`src/verilog/cgn_params.svh`:
```
`ifndef CGN_PARAMS_SVH
`define CGN_PARAMS_SVH

// Source numbering seen by every selector
`define CGN_NUM_SRC 12
`define CGN_SEL_W 4
`define CGN_SRC_RING 4'h0
`define CGN_SRC_XTAL 4'h1
`define CGN_SRC_PLL0 4'h2
`define CGN_SRC_PLL120 4'h3
`define CGN_SRC_PLL240 4'h4
`define CGN_SRC_FDIV0 4'h5
`define CGN_SRC_FDIV_LAST 4'hB

// Stage numbering: base outputs, fractional dividers, PLL input
`define CGN_NUM_BASE 9
`define CGN_NUM_FDIV 7
`define CGN_NUM_STAGE 17
`define CGN_TGT_W 5
`define CGN_BASE_SAFE 5'h00
`define CGN_BASE_SYS 5'h01
`define CGN_BASE_PCR 5'h02
`define CGN_BASE_NET 5'h03
`define CGN_BASE_MOD 5'h04
`define CGN_BASE_UART 5'h05
`define CGN_BASE_SSP 5'h06
`define CGN_BASE_TMR 5'h07
`define CGN_BASE_CONV 5'h08
`define CGN_STAGE_FDIV0 5'h09
`define CGN_STAGE_PLL 5'h10

// Timing
`define CGN_DETECT_CYCLES 32
`define CGN_CLK_PERIOD_NS 40
`define CGN_PLL_SETTLE_NS 100000
`define CGN_PLL_SETTLE_CYCLES ((`CGN_PLL_SETTLE_NS + `CGN_CLK_PERIOD_NS - 1) / `CGN_CLK_PERIOD_NS)
`define CGN_SYNC_HOLD_CYCLES 2

// PLL control reset values and post-divide encoding
`define CGN_PLL_PD_RST 1'b1
`define CGN_PLL_BYPASS_RST 1'b0
`define CGN_PLL_PSEL_RST 2'h0
`define CGN_PLL_XPH_RST 1'b0
`define CGN_PDIV_BASE 5'h02
`define CGN_PDIV_DIRECT 5'h01

`endif

```
`src/verilog/cgn_pkg.sv`:
```
package cgn_pkg;

  typedef enum logic [1:0] {
    SW_RUN,
    SW_WAIT_LOW,
    SW_HOLD
  } cgn_sw_state_type;

  typedef struct packed {
    logic write;
    logic [4:0] target;
    logic [3:0] sel;
  } cgn_cfg_write_type;

  typedef struct packed {
    logic powerDown;
    logic bypass;
    logic [1:0] psel;
    logic extraPhase;
  } cgn_pll_ctrl_type;

endpackage : cgn_pkg

```
`src/verilog/cgn_clock_gen_unit.sv`:
```
`timescale 1ns/1ns
`include "cgn_params.svh"

// Function
// - All control logic runs on the always-on slow control clock; bus clock may stop.
// - Base outputs indexed 0 safe, 1 system, 2 control ... 8 converters.
// - Base outputs take any source; safe and control outputs take ring only.
// - Ring oscillator has no power-down control at all.
// - Each fractional divider takes a PLL output, ring or crystal.
// - PLL input may be the crystal; sources may be shared.
// - Invalid select is dropped, other fields of that write still update.
// - After reset every stage selects the ring oscillator.
// - Selects naming an inactive source are refused and flagged on writeRejected.
// - Presence status shows active sources; activate and deactivate events raised.
// - No rising edge within 32 control cycles means inactive; an edge means active.
// - Sources absent after reset; status valid after 32 control cycles.
// - Dead selected source is not deselected, but its deactivation event fires.
// - Switching is glitch-free; PLL target is held low until locked.
// - Non-PLL switches finish after only the synchronisation hold interval.
// - Old clock stuck high for 32 cycles is forced low.
// - PLL post divider or direct path; lock indication reported.
// - Bypass 0 divides by 2,4,8,16 per select; bypass 1 passes straight.
// - Extra phases enabled by bit; synchronised to main output once locked.
// - Power-down stops PLL, resets dividers, drops lock; clearing resumes.
module cgn_clock_gen_unit #(
  parameter int DETECT_CYCLES = `CGN_DETECT_CYCLES,
  parameter int PLL_SETTLE_CYCLES = `CGN_PLL_SETTLE_CYCLES,
  parameter int HOLD_CYCLES = `CGN_SYNC_HOLD_CYCLES
) (
  input wire logic core_clk,
  input wire logic reset,
  input wire logic clkEn,
  input wire logic [`CGN_NUM_SRC-1:0] srcClock,
  input wire logic pllLockRaw,
  input wire cgn_pkg::cgn_cfg_write_type cfgWrite,
  input wire cgn_pkg::cgn_pll_ctrl_type cfgPll,
  output logic [`CGN_NUM_STAGE-1:0][`CGN_SEL_W-1:0] stageSel,
  output logic [`CGN_NUM_STAGE-1:0] stageGateOn,
  output logic [`CGN_NUM_STAGE-1:0] stageForceLow,
  output logic [`CGN_NUM_STAGE-1:0] stageBusy,
  output logic [`CGN_NUM_STAGE-1:0] stageSrcDead,
  output logic [`CGN_NUM_SRC-1:0] presence,
  output logic presenceValid,
  output logic [`CGN_NUM_SRC-1:0] srcUp,
  output logic [`CGN_NUM_SRC-1:0] srcDown,
  output logic writeRejected,
  output cgn_pkg::cgn_pll_ctrl_type pllCtrl,
  output logic pllDividerReset,
  output logic pllLock,
  output logic pllPhaseSync,
  output logic [4:0] pllPostDivRatio
);
  localparam int NSRC = `CGN_NUM_SRC;
  localparam int NSTG = `CGN_NUM_STAGE;
  localparam int SW = `CGN_SEL_W;
  localparam int DCNT_W = $clog2(DETECT_CYCLES + 1);

  generate
    if (DETECT_CYCLES < 2 || DETECT_CYCLES > 255) begin : g_bad_detect
      $error("cgn_clock_gen_unit: DETECT_CYCLES out of range");
    end
    if (PLL_SETTLE_CYCLES < HOLD_CYCLES || HOLD_CYCLES < 1) begin : g_bad_hold
      $error("cgn_clock_gen_unit: hold or settle cycles out of range");
    end
  endgenerate

  // Allowed source per stage, before the presence mask
  function automatic logic selAllowed(input logic [`CGN_TGT_W-1:0] tgt,
                                      input logic [SW-1:0] sel);
    logic ok;
    ok = 1'b0;
    if (tgt == `CGN_BASE_SAFE || tgt == `CGN_BASE_PCR) begin
      ok = (sel == `CGN_SRC_RING);
    end else if (tgt < `CGN_STAGE_FDIV0) begin
      ok = (sel <= `CGN_SRC_FDIV_LAST);
    end else if (tgt < `CGN_STAGE_PLL) begin
      ok = (sel <= `CGN_SRC_PLL240);
    end else if (tgt == `CGN_STAGE_PLL) begin
      // Ring kept legal since it is the reset source; never a PLL or divider
      ok = (sel == `CGN_SRC_XTAL) || (sel == `CGN_SRC_RING);
    end
    return ok;
  endfunction : selAllowed

  function automatic logic isPllSrc(input logic [SW-1:0] sel);
    return (sel >= `CGN_SRC_PLL0) && (sel <= `CGN_SRC_PLL240);
  endfunction : isPllSrc

  // Source sampling and activity detection
  logic [NSRC-1:0] srcMeta_ff;
  logic [NSRC-1:0] srcSync_ff;
  logic [NSRC-1:0] srcPrev_ff;
  logic [NSRC-1:0] srcEdge;
  logic [NSRC-1:0] nxt_presence;

  assign srcEdge = srcSync_ff & ~srcPrev_ff;

  always_ff @(posedge core_clk or posedge reset) begin
    if (reset) begin
      srcMeta_ff <= '0;
      srcSync_ff <= '0;
      srcPrev_ff <= '0;
    end else if (clkEn) begin
      srcMeta_ff <= srcClock;
      srcSync_ff <= srcMeta_ff;
      srcPrev_ff <= srcSync_ff;
    end
  end

  genvar s;
  generate
    for (s = 0; s < NSRC; s++) begin : g_detect
      logic [DCNT_W-1:0] idleCnt_ff;
      wire idleExpired = (idleCnt_ff == DCNT_W'(DETECT_CYCLES - 1));

      // Edge marks present, a full idle window marks absent
      assign nxt_presence[s] = srcEdge[s] ? 1'b1 : (idleExpired ? 1'b0 : presence[s]);

      always_ff @(posedge core_clk or posedge reset) begin
        if (reset) begin
          idleCnt_ff <= '0;
          presence[s] <= 1'b0;
          srcUp[s] <= 1'b0;
          srcDown[s] <= 1'b0;
        end else if (clkEn) begin
          if (srcEdge[s] || idleExpired) begin
            idleCnt_ff <= '0;
          end else begin
            idleCnt_ff <= idleCnt_ff + 1'b1;
          end
          presence[s] <= nxt_presence[s];
          srcUp[s] <= nxt_presence[s] & ~presence[s];
          // Fires even when the dead source is still selected
          srcDown[s] <= ~nxt_presence[s] & presence[s];
        end
      end
    end
  endgenerate

  // Status is only trustworthy after one full detection window
  logic [DCNT_W-1:0] validCnt_ff;
  wire validReached = (validCnt_ff == DCNT_W'(DETECT_CYCLES - 1));

  always_ff @(posedge core_clk or posedge reset) begin
    if (reset) begin
      validCnt_ff <= '0;
      presenceValid <= 1'b0;
    end else if (clkEn) begin
      if (!presenceValid) begin
        validCnt_ff <= validCnt_ff + 1'b1;
      end
      if (validReached) begin
        presenceValid <= 1'b1;
      end
    end
  end

  // Write checking
  wire tgtInRange = (cfgWrite.target <= `CGN_STAGE_PLL);
  wire srcInRange = (cfgWrite.sel <= `CGN_SRC_FDIV_LAST);
  wire srcActive = srcInRange && presence[cfgWrite.sel[SW-1:0]];
  wire selOk = selAllowed(cfgWrite.target, cfgWrite.sel) && srcActive;
  wire selAccept = cfgWrite.write && tgtInRange && selOk;
  wire selReject = cfgWrite.write && tgtInRange && !selOk;
  wire pllFieldWrite = cfgWrite.write && (cfgWrite.target == `CGN_STAGE_PLL);

  always_ff @(posedge core_clk or posedge reset) begin
    if (reset) begin
      writeRejected <= 1'b0;
    end else if (clkEn) begin
      writeRejected <= selReject;
    end
  end

  // PLL control fields and lock handling
  logic lockMeta_ff;
  logic lockSync_ff;
  cgn_pkg::cgn_pll_ctrl_type nxt_pllCtrl;
  logic [4:0] nxt_ratio;

  // Other fields take effect even if the select part was refused
  assign nxt_pllCtrl = pllFieldWrite ? cfgPll : pllCtrl;
  // Post divider 2 << psel, or one when the direct path is used
  assign nxt_ratio = nxt_pllCtrl.bypass ? `CGN_PDIV_DIRECT
                                        : 5'(`CGN_PDIV_BASE << nxt_pllCtrl.psel);

  always_ff @(posedge core_clk or posedge reset) begin
    if (reset) begin
      lockMeta_ff <= 1'b0;
      lockSync_ff <= 1'b0;
      pllCtrl.powerDown <= `CGN_PLL_PD_RST;
      pllCtrl.bypass <= `CGN_PLL_BYPASS_RST;
      pllCtrl.psel <= `CGN_PLL_PSEL_RST;
      pllCtrl.extraPhase <= `CGN_PLL_XPH_RST;
      pllDividerReset <= `CGN_PLL_PD_RST;
      pllLock <= 1'b0;
      pllPhaseSync <= 1'b0;
      pllPostDivRatio <= `CGN_PDIV_BASE;
    end else if (clkEn) begin
      lockMeta_ff <= pllLockRaw;
      lockSync_ff <= lockMeta_ff;
      // Only the PLL has a power-down control; the ring oscillator has none
      pllCtrl <= nxt_pllCtrl;
      pllDividerReset <= nxt_pllCtrl.powerDown;
      // Lock held low in power-down, reported again once regained
      pllLock <= lockSync_ff & ~nxt_pllCtrl.powerDown;
      // Extra phases run free until lock, then align to the main output
      pllPhaseSync <= nxt_pllCtrl.extraPhase & lockSync_ff & ~nxt_pllCtrl.powerDown;
      pllPostDivRatio <= nxt_ratio;
    end
  end

  // Switching stages: base outputs, dividers and PLL input
  logic [NSTG-1:0] stageReq;
  logic [NSTG-1:0] stageOldLevel;
  logic [NSTG-1:0] stageCurPll;

  genvar k;
  generate
    for (k = 0; k < NSTG; k++) begin : g_stage
      localparam logic [`CGN_TGT_W-1:0] TGT = `CGN_TGT_W'(k);
      wire [SW-1:0] curSrc = stageSel[k];

      // Base output index equals stage index
      assign stageReq[k] = selAccept && (cfgWrite.target == TGT);
      assign stageOldLevel[k] = (curSrc <= `CGN_SRC_FDIV_LAST) ? srcSync_ff[curSrc] : 1'b0;
      assign stageCurPll[k] = isPllSrc(curSrc);

      cgn_switch_stage #(
        .SEL_W(SW),
        .TIMEOUT_CYCLES(DETECT_CYCLES),
        .SETTLE_CYCLES(PLL_SETTLE_CYCLES),
        .HOLD_CYCLES(HOLD_CYCLES)
      ) u_stage (
        .core_clk(core_clk),
        .reset(reset),
        .clkEn(clkEn),
        .reqValid(stageReq[k]),
        .reqSel(cfgWrite.sel),
        .oldLevel(stageOldLevel[k]),
        .curIsPll(stageCurPll[k]),
        .pllLocked(pllLock),
        .curSel(stageSel[k]),
        .gateOn(stageGateOn[k]),
        .forceLow(stageForceLow[k]),
        .busy(stageBusy[k])
      );

      // Selected source that went quiet stays selected, only flagged
      always_ff @(posedge core_clk or posedge reset) begin
        if (reset) begin
          stageSrcDead[k] <= 1'b0;
        end else if (clkEn) begin
          stageSrcDead[k] <= presenceValid && (curSrc <= `CGN_SRC_FDIV_LAST)
                             && !presence[curSrc];
        end
      end
    end
  endgenerate

endmodule : cgn_clock_gen_unit

```
`src/verilog/cgn_switch_stage.sv`:
```
`timescale 1ns/1ns
`include "cgn_params.svh"

module cgn_switch_stage #(
  parameter int SEL_W = `CGN_SEL_W,
  parameter int TIMEOUT_CYCLES = `CGN_DETECT_CYCLES,
  parameter int SETTLE_CYCLES = `CGN_PLL_SETTLE_CYCLES,
  parameter int HOLD_CYCLES = `CGN_SYNC_HOLD_CYCLES
) (
  input wire logic core_clk,
  input wire logic reset,
  input wire logic clkEn,
  input wire logic reqValid,
  input wire logic [SEL_W-1:0] reqSel,
  input wire logic oldLevel,
  input wire logic curIsPll,
  input wire logic pllLocked,
  output logic [SEL_W-1:0] curSel,
  output logic gateOn,
  output logic forceLow,
  output logic busy
);
  localparam int MAXC = (SETTLE_CYCLES > TIMEOUT_CYCLES) ? SETTLE_CYCLES : TIMEOUT_CYCLES;
  localparam int CNT_W = $clog2(MAXC + 1);

  generate
    if (TIMEOUT_CYCLES < 2 || HOLD_CYCLES < 1 || SETTLE_CYCLES < HOLD_CYCLES) begin : g_bad
      $error("cgn_switch_stage: timing parameters out of range");
    end
  endgenerate

  cgn_pkg::cgn_sw_state_type state_ff, nxt_state;
  logic [CNT_W-1:0] cnt_ff, nxt_cnt;
  logic [SEL_W-1:0] pendSel_ff, nxt_cur;
  logic nxt_gate, nxt_force;
  wire holdDone = curIsPll ? (cnt_ff >= CNT_W'(SETTLE_CYCLES) && pllLocked)
                           : (cnt_ff >= CNT_W'(HOLD_CYCLES));

  always_comb begin
    nxt_state = state_ff;
    nxt_cnt = cnt_ff;
    nxt_cur = curSel;
    nxt_gate = gateOn;
    nxt_force = forceLow;
    case (state_ff)
      cgn_pkg::SW_RUN: begin
        if (pendSel_ff != curSel) begin
          nxt_state = cgn_pkg::SW_WAIT_LOW;
          nxt_cnt = '0;
        end
      end
      cgn_pkg::SW_WAIT_LOW: begin
        // Gate closes while the old clock is low, or at the timeout if it stays high
        if (!oldLevel || cnt_ff == CNT_W'(TIMEOUT_CYCLES - 1)) begin
          nxt_gate = 1'b0;
          nxt_force = oldLevel; // Stuck-high old clock is forced low
          nxt_cur = pendSel_ff;
          nxt_cnt = '0;
          nxt_state = cgn_pkg::SW_HOLD;
        end else begin
          nxt_cnt = cnt_ff + 1'b1;
        end
      end
      cgn_pkg::SW_HOLD: begin
        // PLL waits for lock, others only the sync interval
        if (holdDone) begin
          nxt_gate = 1'b1;
          nxt_force = 1'b0;
          nxt_state = cgn_pkg::SW_RUN;
        end else if (cnt_ff != CNT_W'(MAXC)) begin
          nxt_cnt = cnt_ff + 1'b1;
        end
      end
      default: nxt_state = cgn_pkg::SW_RUN;
    endcase
  end

  always_ff @(posedge core_clk or posedge reset) begin
    if (reset) begin
      state_ff <= cgn_pkg::SW_RUN;
      cnt_ff <= '0;
      pendSel_ff <= SEL_W'(`CGN_SRC_RING);
      curSel <= SEL_W'(`CGN_SRC_RING);
      gateOn <= 1'b1;
      forceLow <= 1'b0;
      busy <= 1'b0;
    end else if (clkEn) begin
      state_ff <= nxt_state;
      cnt_ff <= nxt_cnt;
      if (reqValid) pendSel_ff <= reqSel;
      curSel <= nxt_cur;
      gateOn <= nxt_gate;
      forceLow <= nxt_force;
      busy <= (nxt_state != cgn_pkg::SW_RUN);
    end
  end

endmodule : cgn_switch_stage

```
`config.mk`:
```
export PLATFORM = sky130hd
export DESIGN_NAME = cgn_clock_gen_unit
export DESIGN_NICKNAME = d
export VERILOG_FILES = /design/src/verilog/cgn_pkg.sv /design/src/verilog/cgn_clock_gen_unit.sv /design/src/verilog/cgn_switch_stage.sv
export VERILOG_INCLUDE_DIRS = /design/src /design/src/verilog
export SDC_FILE = /design/constraint.sdc
export NUM_CORES = 2
export LEC_CHECK = 0
export BUFFER_PORTS_ARGS = -buffer_cell sky130_fd_sc_hd__buf_2
export CAP_MARGIN = 20
export CORE_AREA = 2 2 263 265
export CTS_CLUSTER_DIAMETER = 120
export DETAILED_ROUTE_END_ITERATION = 10
export DIE_AREA = 0 0 265 267
export HOLD_SLACK_MARGIN = 0.02
export PLACE_DENSITY = 0.77
export SLEW_MARGIN = 10
export SYNTH_ARGS = -nofsm -noshare
export SYNTH_HDL_FRONTEND = slang
export SYNTH_SLANG_ARGS = --single-unit
```
`constraint.sdc`:
```
create_clock -name core_clk -period 18.2 [get_ports core_clk]
set_input_delay 0.91 -clock core_clk [delete_from_list [all_inputs] [get_ports core_clk]]
set_output_delay 0.91 -clock core_clk [all_outputs]
set_load 0.02 [all_outputs]
```
==> results by group <==
Run status
  – Status: complete, no violations

Die
  – Starting Density: between 50% and 60%
  – Die Ht: 267 µm
  – Die X: around 270 µm
  – Die area: 70,800 µm²
  – Core region area: 68,000 µm²
  – FP Rows: 96
  – Top-level I/O count: about 220

Yosys
  – Top cell type's share of synthesized area: between 30 and 40%
  – Register area share after synthesis: roughly two fifths
  – YS warnings: 0
  – Cells after Synth: around 4,000
  – Synthesized area: 37,800 µm²
  – #FFs+latches synth: 607
  – Post-synth top flop: dfrtp_1
  – Synth cell types: between 100 and 150
  – EDFF count, synth: 0
  – Synth area leaders: dfrtp_1 39%, mux2_2 6.3%, mux4_2 5.1%
  – Mapped Nets: a little over 4,000
  – Yosys top cell by area: dfrtp_1
  – Ys async rst share: between 90% and 100%
  – Mean area per synthesized cell: ~10 µm²

Min path
  – Worst Hold Class: flip-flop to flip-flop

Clocking
  – Clk_lat worst skew: 620 ps
  – CTS max path bufs: 3
  – Post-CTS setup buffers: 0
  – Root Buffer Master: clkbuf_16
  – CTS H-tree depth: 3
  – Sinks on the clock net: 607
  – Clk slew on worst S/H paths: around 60 ps
  – PostCTS Resize Cnt: 0
  – CTS tree: yes
  – Total CTS buffers: between 60 and 70
  – Hold buffers post-CTS: 0

STA
  – Hold_ws: roughly 470 ps
  – Final worst setup slack: 14,280 ps
  – RSZ-0062 raised after global routing: no
  – Final Cycle Share: about 22%
  – Fmax: about 0.26 GHz
  – Worst-margin pin slew: 1180 ps
  – Final setup viols: 0
  – Minimum clock period: approximately 3900 ps
  – Setup TNS Final: 0 ps
  – Final hold violation count: 0
  – Final Skew: between 20 and 30 ps
  – Max_slew headroom: a little over a fifth
  – Slew Viols, Final: 0

Flow run
  – MaxCap Viol Count: 0

Pwr
  – Clock power frac: 30.9%
  – Internal: slightly above 3000 µW
  – Max VDD drop: roughly 100 µV
  – Tot Pwr: between 4000 and 5000 µW
  – Leak: 0.0181 µW
  – Combinational share of power: 31.4%
  – Switch share: approximately 37%
  – Sequential share of power: between 30% and 40%
  – Power per cell area: 119 nW/µm²
  – NetSw: about 1800 µW

Placed design
  – Placed Cells: around 4,700
  – IO buf count: approximately 220
  – DP HPWL: 69,600 µm
  – Routability cong.: roughly 0.92
  – Worst slack at placement: about 14,000 ps

Routing
  – Routed Wire Length: 104,000 µm
  – DR WL/cell: 21.4 µm
  – DRT Pass-1 Iters: 7
  – DR vias/cell: ~6.5
  – Vias: about 32,000
  – Initial DRC Count: approximately 3,300
  – DRC: 0
  – Post-route ant nets: 0

GRT
  – GRT Util Overall: 29.1%
  – Initial antenna violation count: 8
  – Vias in the first global route: approximately 30,000
  – First-pass GRT wire length: 165,000 µm
  – GR Overflow Total: 0
  – Largest net degree at the start of global routing: roughly 170

Setup path
  – Crit path kind: input pin to flip-flop
  – Worst Setup Start Kind: input pin
  – Worst EP required: 18,690 ps
  – Critical Path Fanout Max: 86
  – WP data arrival: approximately 4400 ps
  – Crit. End Element: flip-flop

Cells and area
  – # fillers: 5,603
  – Area grow syn2layout: 9.76%
  – Non-Filler Instances: around 4,900
  – Nets: a little over 4,000
  – Share of layout cells above drive strength 1: 19.4%
-- cells in the mapped netlist, drive strengths merged (21+ instances only) --
cell type / n
and2: 56
nor3: 70
mux4: 85
nor2: 178
xor2: 62
o2bb2ai: 60
a2111oi: 21
nand2b: 62
or3: 23
ha: 124
a21oi: 104
o31ai: 63
nand3: 185
o21ai: 252
a22o: 46
or2: 35
and3: 79
nand4: 67
dfrtp: 588
a31oi: 61
o22ai: 65
nor4: 60
inv: 216
buf: 109
nand2: 310
nor4b: 22
mux2: 211
nor3b: 29
or4: 30
clkbuf: 176
nor2b: 70
mux2i: 33
-- critical path, cell delays in order --
cell,delay (ps)
clkbuf_8,420
buf_4,770
buf_4,790
nand2b_1,230
a2111oi_4,530
nand3_4,210
o31ai_1,360
-- metal layers --
layer	GRT usage (%)	part of all wire, %	up-vias
met3	5.79	8.4	300
met2	45.6	46	1237
li1	-	-	14400
met4	11.9	4.5	10
met5	0	0.055	-
met1	39.8	41	15600
-- final timing paths --
kind / start / depth (start not counted) / endpoint / slack, ps
min: validCnt_ff[5]$_DFFE_PP0P_ / 1 / validCnt_ff[5]$_DFFE_PP0P_ / 470
max reg2reg: srcSync_ff[1]$_DFFE_PP0P_ / 7 / g_stage[5].u_stage.cnt_ff[3]$_DFFE_PP0P_ / 14670
max in group asynchronous: reset / 4 / g_stage[2].u_stage.cnt_ff[1]$_DFFE_PP0P_ / 15380
max: clkEn / 7 / g_stage[4].u_stage.cnt_ff[9]$_DFFE_PP0P_ / 14280
min in group asynchronous: reset / 2 / g_stage[3].u_stage.cnt_ff[0]$_DFFE_PP0P_ / 490
min reg2reg: validCnt_ff[5]$_DFFE_PP0P_ / 1 / validCnt_ff[5]$_DFFE_PP0P_ / 470
-- cell usage in the layout, fill, tap and decap left out, types with 59 or more instances in the layout --
cell / count
nand2_1: 310
mux4_2: 85
and3_1: 79
clkbuf_16: 70
mux2_2: 211
nor2_1: 176
o22ai_1: 65
nor4_1: 60
o21ai_0: 245
ha_1: 124
nand2b_1: 61
buf_2: 217
a21oi_1: 104
a31oi_1: 61
nand3_1: 183
nand4_1: 67
o31ai_1: 59
dfrtp_1: 588
xor2_1: 62
nor2b_1: 70
inv_1: 214
nor3_1: 70
-- through the flow --
stage / area [µm²] / util [%]
finish: 41500 / 61.0
global route: 41500 / 61.0
CTS: 41500 / 61.0
detailed placement: 39000 / 57.3
global placement: 39000 / 57.3
floorplan: 37800 / -
-- area by class of cell --
cell class	instances	area [µm²]	area share [%]
timing repair buffer	256	1410	3.40
clock inverter	33	519	1.25
sequential	607	15200	36.7
tap	882	1100	2.66
inverter	216	823	1.98
clock buffer	95	1970	4.74
multi-input combinational	2784	20400	49.3
antenna	2	5.00	0.0121
-- power by group through the flow --
stage | combinational [µW] | sequential (µW) | clock, µW
floorplan | 1240 | 1770 | 0
global placement | 1480 | 1860 | 0
detailed placement | 1520 | 1860 | 0
CTS | 1530 | 1840 | 1540
global route | 1700 | 1880 | 1600
finish | 1550 | 1850 | 1520
-- flip-flops by register name, indices dropped and copies added (netlist names), 17 cells and up --
signal,flops
stageSrcDead,17
g_stage.u_stage.busy,17
g_stage.u_stage.cnt_ff,204
g_stage.u_stage.curSel,68
g_stage.u_stage.forceLow,17
g_detect.idleCnt_ff,72
g_stage.u_stage.pendSel_ff,68
g_stage.u_stage.state_ff,34
g_stage.u_stage.gateOn,17
-- logic make-up (layout without fill, tap and decap cells) --
logic type | count (synthesis) | in the layout | synth area share, %
AO/OA/AOI/OAI | 924 | 924 | 17.2
XOR/XNOR | 74 | 74 | 1.71
adder cells (fa/ha/maj) | 124 | 124 | 4.10
buffers and inverters | 501 | 600 | 5.66
flip-flops | 607 | 607 | 40.2
multiplexers | 329 | 329 | 12.2
other | 0 | 2 | 0
AND/OR/NAND/NOR | 1333 | 1333 | 18.9
Power figures use the tool's default switching activity.
